File: config.mk
export PLATFORM = sky130hd
export DESIGN_NAME = flash_cmd_interp
export DESIGN_NICKNAME = d
export VERILOG_FILES = /design/src/hw/flash_cmd_pkg.sv /design/src/hw/low_width_meter.sv /design/src/hw/flash_cmd_interp.sv
export SDC_FILE = /design/constraint.sdc
export NUM_CORES = 1
export LEC_CHECK = 0
export BUFFER_PORTS_ARGS = -buffer_cell sky130_fd_sc_hd__clkbuf_2
export CORE_ASPECT_RATIO = 0.6
export CORE_MARGIN = 2
export CORE_UTILIZATION = 55
export DETAILED_ROUTE_END_ITERATION = 6
export PLACE_DENSITY_LB_ADDON = 0.1
export SYNTH_ARGS = -nofsm -noshare
export SYNTH_HDL_FRONTEND = slang
export SYNTH_HIERARCHICAL = 1
export SYNTH_SLANG_ARGS = --single-unit
File: constraint.sdc
create_clock -name clk_sys -period 49.2 [get_ports clk_sys]
set_clock_uncertainty 0.2 [all_clocks]
set_input_delay 14.76 -clock clk_sys [delete_from_list [all_inputs] [get_ports clk_sys]]
set_output_delay 14.76 -clock clk_sys [all_outputs]
set_load 0.03 [all_outputs]
File: src/hw/flash_cmd_pkg.sv
// constants shared by the flash programming command interpreter
package flash_cmd_pkg;

  // ==========================================================
  // clock and link timing
  localparam int CLK_HZ = 100_000_000;
  localparam int DETECT_BPS = 9600;
  localparam int DETECT_LOW_BITS = 9;
  localparam logic [16:0] DEFAULT_BIT_CYCLES = 17'(CLK_HZ / DETECT_BPS);

  // ==========================================================
  // frame bytes
  localparam logic [7:0] HDR_CMD = 8'h01;
  localparam logic [7:0] HDR_DATA = 8'h02;
  localparam logic [7:0] FTR_END = 8'h03;
  localparam logic [7:0] BUSY_BYTE = 8'hFF;

  // ==========================================================
  // command numbers and lengths
  localparam logic [7:0] CMD_STATUS = 8'h70;
  localparam logic [7:0] CMD_RESET = 8'h00;
  localparam logic [7:0] CMD_BAUD = 8'h9A;
  localparam logic [7:0] CMD_OSC = 8'h90;
  localparam logic [7:0] CMD_ERASE = 8'h20;
  localparam logic [8:0] LEN_BAUD = 9'h002;
  localparam logic [8:0] LEN_OSC = 9'h005;
  localparam logic [1:0] STAT_LEN_ONE = 2'h1;

  // ==========================================================
  // status codes
  localparam logic [7:0] ST_ACK = 8'h06;
  localparam logic [7:0] ST_CMD_ERR = 8'h04;
  localparam logic [7:0] ST_PARAM_ERR = 8'h05;
  localparam logic [7:0] ST_SUM_ERR = 8'h07;
  localparam logic [7:0] ST_FAIL = 8'h1A;

  // ==========================================================
  // oscillator and clock multiplier
  localparam logic [19:0] PLL_MULT = 20'h00008;
  localparam logic [16:0] OSC_RESET_KHZ = 17'h01F40;
  localparam logic [19:0] OSC_MIN_KHZ = 20'h0000A;
  localparam logic [19:0] OSC_MAX_KHZ = 20'h186A0;

  // ==========================================================
  // link modes
  localparam logic [1:0] MODE_UART = 2'h0;
  localparam logic [1:0] MODE_THREE_WIRE_HS = 2'h1;
  localparam logic [1:0] MODE_THREE_WIRE = 2'h2;

  // ==========================================================
  // register byte offsets
  localparam logic [11:0] REG_CTRL = 12'h000;
  localparam logic [11:0] REG_STATUS = 12'h004;
  localparam logic [11:0] REG_BAUD = 12'h008;
  localparam logic [11:0] REG_OSC = 12'h00C;
  localparam logic [11:0] REG_CPUCLK = 12'h010;
  localparam logic [11:0] REG_WIDTH = 12'h014;
  localparam logic [11:0] REG_BITCYC = 12'h018;

endpackage

File: src/hw/low_width_meter.sv
// measures two low pulses on the receive line and averages them
`timescale 1ns/10ps
module low_width_meter import flash_cmd_pkg::*; (
  input wire logic clk_sys,
  input wire logic srst,
  input wire logic rxLine,
  output logic [16:0] avgWidth,
  output logic avgValid
);

  typedef struct packed {
    logic prev;
    logic [16:0] cnt;
    logic [17:0] sum;
    logic [1:0] seen;
    logic [16:0] avg;
    logic valid;
  } meter_s;

  meter_s m_q;
  meter_s m_d;

  // ==========================================================
  // pulse counting
  always_comb begin
    m_d = m_q;
    m_d.prev = rxLine;
    if (!rxLine && !m_q.valid) begin
      if (m_q.prev) begin
        m_d.cnt = 17'h00001;
      end else if (m_q.cnt != 17'h1FFFF) begin
        m_d.cnt = m_q.cnt + 17'h00001;
      end
    end
    if (rxLine && !m_q.prev && !m_q.valid) begin
      m_d.sum = m_q.sum + {1'b0, m_q.cnt};
      m_d.seen = m_q.seen + 2'h1;
      if (m_q.seen == 2'h1) begin
        m_d.avg = m_d.sum[17:1];
        m_d.valid = 1'b1;
      end
    end
  end

  always_ff @(posedge clk_sys) begin
    if (srst) begin
      m_q <= '0;
      m_q.prev <= 1'b1;
    end else begin
      m_q <= m_d;
    end
  end

  assign avgWidth = m_q.avg;
  assign avgValid = m_q.valid;

  property p_avg_after_two;
    @(posedge clk_sys) disable iff (srst)
      $rose(m_q.valid) |-> m_q.seen == 2'h2;
  endproperty
  a_avg_after_two: assert property (p_avg_after_two) else $error("average taken too early");

endmodule

File: src/hw/flash_cmd_interp.sv
// flash programming command interpreter with apb registers
`timescale 1ns/10ps
// Functional notes
// status frame length is chosen per answered command
// uart mode sends the status frame unprompted after every command
// status command in uart mode answers command number error
// reset command 00H, no parameters, answers one sync result byte
// reset answer carries one status byte with sync outcome
// baud detect: two 00H bytes at 9600, low widths averaged
// programmer issues reset after baud change to confirm sync
// baud set 9AH, length 02H, one rate byte, one-byte answer
// rate codes 03H..08H map to 9600..153600 bps
// baud set accepted in uart only, ignored in three-wire modes
// oscillator set 90H, length 05H, four parameter bytes
// three decimal digits of 0.1/0.01/0.001 times ten power, in kHz
// programmer keeps oscillator value within 10 kHz to 100 MHz
// cpu clock is eight times oscillator input from reset on
// oscillator set answers one byte with setting result
// chip erase 20H, no parameters, erases whole flash array
// chip erase also returns security settings to initial state
// chip erase answers one byte with erase outcome
// command frames 01H..03H, data frames 02H..03H
// checksum is zero minus length and following bytes, low 8 bits
// corrupted status command in three-wire mode returns busy FFH
// received checksum is recomputed and mismatch flagged
// unknown command numbers answer command number error
module flash_cmd_interp import flash_cmd_pkg::*; (
  input wire logic clk_sys,
  input wire logic srst,
  input wire logic rxValid,
  input wire logic [7:0] rxData,
  output logic rxReady,
  input wire logic rxLine,
  output logic txValid,
  output logic [7:0] txData,
  input wire logic txReady,
  output logic [16:0] baudBitCycles,
  output logic [19:0] cpuClkKhz,
  output logic eraseReq,
  input wire logic flashDone,
  input wire logic flashFail,
  output logic securityReset,
  input wire logic psel,
  input wire logic penable,
  input wire logic pwrite,
  input wire logic [11:0] paddr,
  input wire logic [31:0] pwdata,
  output logic [31:0] prdata,
  output logic pready,
  output logic pslverr
);

  typedef enum logic [3:0] {
    S_IDLE, S_LEN, S_COM, S_PARAM, S_SUM, S_FOOT, S_EXEC, S_ERASE, S_TX
  } state_e;

  typedef struct packed {
    state_e st;
    logic [1:0] mode;
    logic [8:0] cnt;
    logic [2:0] pIdx;
    logic [8:0] len;
    logic [7:0] command_number_field;
    logic [3:0][7:0] par;
    logic [7:0] sum;
    logic sumBad;
    logic synced;
    logic [7:0] stCmd;
    logic [7:0] stByte;
    logic [1:0] stLen;
    logic stValid;
    logic busyOnly;
    logic [2:0] txIdx;
    logic txValid;
    logic [7:0] txData;
    logic [16:0] oscKhz;
    logic [17:0] baudBps;
    logic [16:0] bitCycles;
    logic eraseReq;
    logic secClr;
    logic [31:0] prdata;
    logic pslverr;
  } ctl_s;

  ctl_s r_q;
  ctl_s r_d;
  logic [16:0] avgWidth;
  logic avgValid;
  logic rxTake;
  logic apbWrite;
  logic [19:0] oscCalc;
  logic [34:0] baudSel;

  // ==========================================================
  // helpers
  function automatic logic [1:0] statusLen(input logic [7:0] cmd);
    case (cmd)
      CMD_RESET, CMD_BAUD, CMD_OSC, CMD_ERASE: statusLen = STAT_LEN_ONE;
      default: statusLen = STAT_LEN_ONE;
    endcase
  endfunction

  // rate code to {bps, clock cycles per bit}, zero when invalid
  function automatic logic [34:0] baudOf(input logic [7:0] code);
    case (code)
      8'h03: baudOf = {18'h02580, 17'(CLK_HZ / 9600)};
      8'h04: baudOf = {18'h04B00, 17'(CLK_HZ / 19200)};
      8'h05: baudOf = {18'h07A12, 17'(CLK_HZ / 31250)};
      8'h06: baudOf = {18'h09600, 17'(CLK_HZ / 38400)};
      8'h07: baudOf = {18'h12C00, 17'(CLK_HZ / 76800)};
      8'h08: baudOf = {18'h25800, 17'(CLK_HZ / 153600)};
      default: baudOf = '0;
    endcase
  endfunction

  // digits d1..d3 weigh 0.1/0.01/0.001, e is the power of ten; result kHz
  function automatic logic [19:0] oscOf(input logic [3:0][7:0] p);
    logic [19:0] m;
    m = 20'(p[0]) * 20'h00064 + 20'(p[1]) * 20'h0000A + 20'(p[2]);
    if (p[0] > 8'h09 || p[1] > 8'h09 || p[2] > 8'h09) begin
      oscOf = '0;
    end else begin
      case (p[3])
        8'h01: oscOf = m / 20'h00064;
        8'h02: oscOf = m / 20'h0000A;
        8'h03: oscOf = m;
        8'h04: oscOf = m * 20'h0000A;
        8'h05: oscOf = m * 20'h00064;
        8'h06: oscOf = m * 20'h003E8;
        default: oscOf = '0;
      endcase
    end
  endfunction

  // byte idx of the outgoing status frame
  function automatic logic [7:0] frameByte(input logic [2:0] idx, input logic [7:0] st);
    case (idx)
      3'h0: frameByte = HDR_DATA;
      3'h1: frameByte = 8'(STAT_LEN_ONE);
      3'h2: frameByte = st;
      3'h3: frameByte = 8'h00 - 8'(STAT_LEN_ONE) - st;
      default: frameByte = FTR_END;
    endcase
  endfunction

  low_width_meter u_meter (
    .clk_sys(clk_sys),
    .srst(srst),
    .rxLine(rxLine),
    .avgWidth(avgWidth),
    .avgValid(avgValid)
  );

  assign rxReady = (r_q.st == S_IDLE) || (r_q.st == S_LEN) || (r_q.st == S_COM) ||
                   (r_q.st == S_PARAM) || (r_q.st == S_SUM) || (r_q.st == S_FOOT);
  assign rxTake = rxValid && rxReady;
  assign apbWrite = psel && penable && pwrite;
  assign oscCalc = oscOf(r_q.par);
  assign baudSel = baudOf(r_q.par[0]);

  // ==========================================================
  // next state
  always_comb begin
    r_d = r_q;
    r_d.secClr = 1'b0;
    // measured timing applies only at the detection rate, also replacing a baud set to that rate
    if (avgValid && !r_q.synced && r_q.mode == MODE_UART && r_q.baudBps == 18'(DETECT_BPS)) begin
      r_d.bitCycles = 17'(avgWidth / 17'(DETECT_LOW_BITS));
      r_d.baudBps = 18'(DETECT_BPS);
    end
    case (r_q.st)
      S_IDLE: begin
        if (rxTake && rxData == HDR_CMD) begin
          r_d.st = S_LEN;
        end
      end
      S_LEN: begin
        if (rxTake) begin
          r_d.len = (rxData == 8'h00) ? 9'h100 : {1'b0, rxData};
          r_d.cnt = r_d.len;
          r_d.sum = 8'h00 - rxData;
          r_d.pIdx = '0;
          r_d.st = S_COM;
        end
      end
      S_COM: begin
        if (rxTake) begin
          r_d.command_number_field = rxData;
          r_d.sum = r_q.sum - rxData;
          r_d.cnt = r_q.cnt - 9'h001;
          r_d.st = (r_q.cnt == 9'h001) ? S_SUM : S_PARAM;
        end
      end
      S_PARAM: begin
        if (rxTake) begin
          if (r_q.pIdx < 3'h4) begin
            r_d.par[r_q.pIdx[1:0]] = rxData;
            r_d.pIdx = r_q.pIdx + 3'h1;
          end
          r_d.sum = r_q.sum - rxData;
          r_d.cnt = r_q.cnt - 9'h001;
          if (r_q.cnt == 9'h001) begin
            r_d.st = S_SUM;
          end
        end
      end
      S_SUM: begin
        if (rxTake) begin
          r_d.sumBad = (rxData != r_q.sum);
          r_d.st = S_FOOT;
        end
      end
      S_FOOT: begin
        if (rxTake) begin
          r_d.sumBad = r_q.sumBad || (rxData != FTR_END);
          r_d.st = S_EXEC;
        end
      end
      S_EXEC: begin
        r_d.stCmd = r_q.command_number_field;
        r_d.stLen = statusLen(r_q.command_number_field);
        r_d.stValid = 1'b1;
        r_d.busyOnly = 1'b0;
        r_d.txIdx = '0;
        r_d.st = (r_q.mode == MODE_UART) ? S_TX : S_IDLE;
        if (r_q.command_number_field == CMD_STATUS) begin
          r_d.stCmd = r_q.stCmd;
          r_d.stLen = r_q.stLen;
          if (r_q.mode == MODE_UART) begin
            r_d.stByte = ST_CMD_ERR;
          end else if (r_q.sumBad) begin
            r_d.busyOnly = 1'b1;
            r_d.st = S_TX;
          end else begin
            r_d.st = S_TX;
          end
        end else if (r_q.sumBad) begin
          r_d.stByte = ST_SUM_ERR;
        end else begin
          case (r_q.command_number_field)
            CMD_RESET: begin
              r_d.synced = (r_q.mode != MODE_UART) || avgValid;
              r_d.stByte = r_d.synced ? ST_ACK : ST_FAIL;
            end
            CMD_BAUD: begin
              if (r_q.mode != MODE_UART) begin
                r_d = r_q;
                r_d.st = S_IDLE;
              end else if (r_q.len != LEN_BAUD || baudSel == '0) begin
                r_d.stByte = ST_PARAM_ERR;
              end else begin
                r_d.baudBps = baudSel[34:17];
                r_d.bitCycles = baudSel[16:0];
                r_d.synced = 1'b0;
                r_d.stByte = ST_ACK;
              end
            end
            CMD_OSC: begin
              if (r_q.len != LEN_OSC || oscCalc < OSC_MIN_KHZ || oscCalc > OSC_MAX_KHZ) begin
                r_d.stByte = ST_PARAM_ERR;
              end else begin
                r_d.oscKhz = oscCalc[16:0];
                r_d.stByte = ST_ACK;
              end
            end
            CMD_ERASE: begin
              r_d.eraseReq = 1'b1;
              r_d.st = S_ERASE;
            end
            default: r_d.stByte = ST_CMD_ERR;
          endcase
        end
      end
      S_ERASE: begin
        if (flashDone) begin
          r_d.eraseReq = 1'b0;
          r_d.secClr = !flashFail;
          r_d.stByte = flashFail ? ST_FAIL : ST_ACK;
          r_d.st = (r_q.mode == MODE_UART) ? S_TX : S_IDLE;
        end
      end
      S_TX: begin
        if (!r_q.txValid) begin
          r_d.txValid = 1'b1;
          r_d.txData = r_q.busyOnly ? BUSY_BYTE : frameByte(r_q.txIdx, r_q.stByte);
        end else if (txReady) begin
          r_d.txValid = 1'b0;
          r_d.txIdx = r_q.txIdx + 3'h1;
          if (r_q.busyOnly || r_q.txIdx == 3'h4) begin
            r_d.st = S_IDLE;
          end
        end
      end
      default: r_d.st = S_IDLE;
    endcase
    // apb register access
    if (psel && !penable) begin
      r_d.pslverr = 1'b0;
      case (paddr)
        REG_CTRL: r_d.prdata = {30'h0, r_q.mode};
        REG_STATUS: r_d.prdata = {12'h0, r_q.stValid, r_q.synced, r_q.stLen,
                                 r_q.stCmd, r_q.stByte};
        REG_BAUD: r_d.prdata = {14'h0, r_q.baudBps};
        REG_OSC: r_d.prdata = {15'h0, r_q.oscKhz};
        REG_CPUCLK: r_d.prdata = {12'h0, cpuClkKhz};
        REG_WIDTH: r_d.prdata = {14'h0, avgValid, avgWidth};
        REG_BITCYC: r_d.prdata = {15'h0, r_q.bitCycles};
        default: begin
          r_d.prdata = 32'h00000000;
          r_d.pslverr = 1'b1;
        end
      endcase
    end
    if (apbWrite && paddr == REG_CTRL) begin
      r_d.mode = pwdata[1:0];
    end
  end

  always_ff @(posedge clk_sys) begin
    if (srst) begin
      r_q <= '0;
      r_q.st <= S_IDLE;
      r_q.mode <= MODE_UART;
      r_q.oscKhz <= OSC_RESET_KHZ;
      r_q.baudBps <= 18'(DETECT_BPS);
      r_q.bitCycles <= DEFAULT_BIT_CYCLES;
    end else begin
      r_q <= r_d;
    end
  end

  // ==========================================================
  // outputs
  assign txValid = r_q.txValid;
  assign txData = r_q.txData;
  assign baudBitCycles = r_q.bitCycles;
  assign cpuClkKhz = 20'(r_q.oscKhz) * PLL_MULT;
  assign eraseReq = r_q.eraseReq;
  assign securityReset = r_q.secClr;
  assign prdata = r_q.prdata;
  assign pready = psel && penable;
  assign pslverr = psel && penable && r_q.pslverr;

  // ==========================================================
  // checks
  property p_tx_hold;
    @(posedge clk_sys) disable iff (srst)
      txValid && !txReady |=> txValid && $stable(txData);
  endproperty
  a_tx_hold: assert property (p_tx_hold) else $error("tx byte dropped");

  property p_status_uart;
    @(posedge clk_sys) disable iff (srst)
      r_q.st == S_EXEC && r_q.command_number_field == CMD_STATUS && r_q.mode == MODE_UART
      |=> r_q.stByte == ST_CMD_ERR && r_q.st == S_TX;
  endproperty
  a_status_uart: assert property (p_status_uart) else $error("uart status not refused");

  property p_baud_ignore;
    @(posedge clk_sys) disable iff (srst)
      r_q.st == S_EXEC && r_q.command_number_field == CMD_BAUD && r_q.mode != MODE_UART && !r_q.sumBad
      |=> r_q.st == S_IDLE && $stable(r_q.bitCycles) && $stable(r_q.stByte);
  endproperty
  a_baud_ignore: assert property (p_baud_ignore) else $error("baud set not ignored");

  property p_pll_reset;
    @(posedge clk_sys) srst |=> cpuClkKhz == 20'(OSC_RESET_KHZ) * PLL_MULT;
  endproperty
  a_pll_reset: assert property (p_pll_reset) else $error("cpu clock not x8 at reset");

  property p_sum_check;
    @(posedge clk_sys) disable iff (srst)
      r_q.st == S_SUM && rxTake |=> r_q.sumBad == ($past(rxData) != $past(r_q.sum));
  endproperty
  a_sum_check: assert property (p_sum_check) else $error("checksum compare wrong");

  property p_busy;
    @(posedge clk_sys) disable iff (srst)
      r_q.st == S_EXEC && r_q.command_number_field == CMD_STATUS && r_q.mode != MODE_UART && r_q.sumBad
      |=> r_q.st == S_TX ##1 txValid && txData == BUSY_BYTE;
  endproperty
  a_busy: assert property (p_busy) else $error("busy byte not sent");

  property p_unknown;
    @(posedge clk_sys) disable iff (srst)
      r_q.st == S_EXEC && !r_q.sumBad && r_q.command_number_field != CMD_STATUS && r_q.command_number_field != CMD_RESET &&
      r_q.command_number_field != CMD_BAUD && r_q.command_number_field != CMD_OSC && r_q.command_number_field != CMD_ERASE
      |=> r_q.stByte == ST_CMD_ERR && !eraseReq;
  endproperty
  a_unknown: assert property (p_unknown) else $error("unknown command executed");

  property p_frame_head;
    @(posedge clk_sys) disable iff (srst)
      r_q.st == S_TX && !r_q.busyOnly && r_q.txIdx == 3'h0 && txValid |-> txData == HDR_DATA;
  endproperty
  a_frame_head: assert property (p_frame_head) else $error("status frame header wrong");

  property p_erase;
    @(posedge clk_sys) disable iff (srst)
      r_q.st == S_EXEC && r_q.command_number_field == CMD_ERASE && !r_q.sumBad |=> eraseReq;
  endproperty
  a_erase: assert property (p_erase) else $error("erase not requested");

  property p_sec_clear;
    @(posedge clk_sys) disable iff (srst)
      securityReset |-> $past(eraseReq) && !eraseReq && r_q.stByte == ST_ACK;
  endproperty
  a_sec_clear: assert property (p_sec_clear) else $error("security reset without erase");

endmodule

==> metrics.txt <==
vias in the first global route 24622; Slew Limit Headroom 10.6%; Hold-fix buffers, CTS 0; Final setup viols 0; peak supply drop 0.0219 mV; Final min period 38.31 ns; endpoint class of the critical path flop; Max Clk Rate 26.1 MHz; CTS tree built; Post-Synth Adder-Cell Area 17.7%; most common flop cell mapped by yosys dfxtp_1; die outline width 290 um; layout cells sized above 1 8.03%; total leakage power 12.4 nW; Netlist cell types 129; # H-tree levels 1; Crit Path Class flop to flop; layout net count 3870; M1 GR Usage 50.6%; DR vias 26890; Power Total 0.000410 W; max-slew violations 0; Max Cap Violations 0; mux cell area share after synthesis 3.19%; gr busiest metal met1; Syn Area/Cell 7.62 um^2; Routed WL per cell 20.3 um; PwrDens 14.6 nW/um^2; global-route wire length before repair 134000 um; Remaining DRCs 1; Total GRT Usage 32.1%; Seq pwr share 46.1%; Worst Tran Pin Value 1.33 ns; met3 GRT Util 6.38%; die area 50800 um^2; RSZ-0062 raised after global routing no; antenna-violating nets left 0; critical path arrival 38.54 ns; Pint 0.000311 W; post-CTS setup buffers 0; sequential-to-total area share from yosys stat 17.2%; Ys Warns 6; Gate power share 6.5%; synthesized flop and latch total 232; Via density 6.52; Sw Ratio 24.2%; met2 Use GR 45.1%; ANT cells 0; latest clock arrival within the worst-skew pair 0.54 ns; Placer Congestion 0.965; clk sinks 232; largest fanout on the critical path 19; port buffer count 99; Initial Utilization 56.0%; Core Box Area 48100 um^2; # IOs 145; Slowest cell on crit path nor2_1; largest net degree at the start of global routing 80; TritonCTS Buffers 22; clk slew on worst S/H paths 0.07 ns; Detailed Routing Iterations Pass 1 7; EDFF count, synth 0; failing checks DRC; Clock Power Share 47.4%; most common cell after layout, fill and taps aside nor2_1; Clock Tree Root clkbuf_16; Fillers 4465; num rows 62; Compound-Gate Fraction of Synth Area 25.6%; Synth Area in Simple Gates 23.4%; detailed placement HPWL 64700 um; P_sw 0.0000992 W; most frequent cells in the layout nor2_1 (349), nand2_1 (325), a21oi_1 (317), ha_1 (268), dfxtp_1 (232); Syn-to-layout area delta 4.32%; Chip Height 175 um; largest family of logic cells by synthesized area compound AO/OA/AOI/OAI gates; post-CTS sizing 0; xor and xnor area share after synthesis 5.52%; DRT Wirelength 83600 um; TNS Setup 0 ns; CP startpoint kind flop; total grt overflow 0; final hold slack 0.260 ns; initial antenna violation count 1; Slowest Stage Delay on Critical Path 0.76 ns; Mapped Area 26900 um^2; status finished, violations left; Hold Path Class flop to flop; most frequent cell on the critical path ha_1; async set-reset flop share out of synthesis 0%; Hold Violations, Final 0; WP data required 49.43 ns; maximum root-to-sink buffer count 3; Post-Syn Instances 3537; final period utilization 77.9%; 1st-iter DRT viols 2901
## through the flow
step / setup slack (ns) / instance area [um^2] / utilization, % / std cells
6_report: 10.89 / 28100 / 58.5 / 4126
5_1_grt: 8.45 / 28100 / 58.5 / 4126
4_1_cts: 11.94 / 28100 / 58.5 / 4126
3_5_place_dp: 12.09 / 27300 / 56.8 / 4088
3_3_place_gp: 13.17 / 27300 / 56.8 / 4088
2_1_floorplan: 17.37 / 27000 / - / 3551
## registers in the layout (all words and copies together), names as in the netlist, 5 cells and up
name,cells
baudBitCycles,17
r_q,131
prdata,20
u_meter/m_q,38
u_meter/avgWidth,17
txData,5
## power groups by stage
stage	Clock, W	Combinational [W]	Sequential [W]
2_1_floorplan	0	0.0000200	0.000193
3_3_place_gp	0	0.0000252	0.000193
3_5_place_dp	0	0.0000259	0.000193
4_1_cts	0.000196	0.0000260	0.000189
5_1_grt	0.000204	0.0000291	0.000189
6_report	0.000194	0.0000268	0.000189
## final timing paths
kind | startpoint | endpoint | slack (ns) | cells past startpoint
hold / removal | r_q[175] | r_q[175] | 0.26 | 2
setup reg to reg | r_q[129] | r_q[70] | 10.89 | 147
hold reg to reg | r_q[175] | r_q[175] | 0.26 | 2
setup / recovery | r_q[129] | r_q[70] | 10.89 | 147
## critical path, delay by kind of cell (launching register included)
kind / cells / cell delay (ns)
compound gates: 63 / 13.81
simple gates: 50 / 12.39
fa+ha+maj: 20 / 7.02
mux: 6 / 2.18
buf+inv: 6 / 1.24
xor+xnor: 2 / 0.77
flops: 1 / 0.53
## area by class of cell
class,count,area [um^2],share of cell area (%)
tap,640,801,2.85
clock inverter,11,196,0.699
multi-input combinational,2893,20400,72.5
timing repair buffer,134,764,2.72
sequential,232,4640,16.5
clock buffer,27,609,2.17
inverter,189,709,2.52
## cell families (layout without fill, tap and decap cells)
group,Yosys count,after routing
xor gates and xnor gates,167,167
other,1,15
AOI/OAI and AO/OA,1014,1014
muxes,82,82
and+or+nand+nor,1274,1274
buffers and inverters,426,361
DFF,232,232
adders and majority gates,341,341
## per-layer routing
layer / wire length, um / up-vias
met5: 11 / -
met4: 1480 / 2
met3: 8760 / 131
met2: 33400 / 1312
met1: 39900 / 12812
li1: - / 12633
## synth_stat cells (42+ instances only)
master,instances,area share (%)
a22oi_1,51,1.4
dfxtp_1,232,17
xor2_1,47,1.5
inv_1,185,2.6
nor3_1,96,1.8
a211oi_1,47,1.3
o21ai_0,149,2.8
a21o_1,45,1.3
nand3_1,112,2.1
clkbuf_1,122,1.7
nor2_1,349,4.9
xnor2_1,118,3.8
a21oi_1,317,5.9
nand2b_1,55,1.3
nor2b_1,45,1.0
ha_1,268,12
fa_1,68,5.1
buf_4,95,2.6
or3_1,42,0.97
nand2_1,325,4.5
mux2i_1,62,2.3
Power figures use the tool's default switching activity.
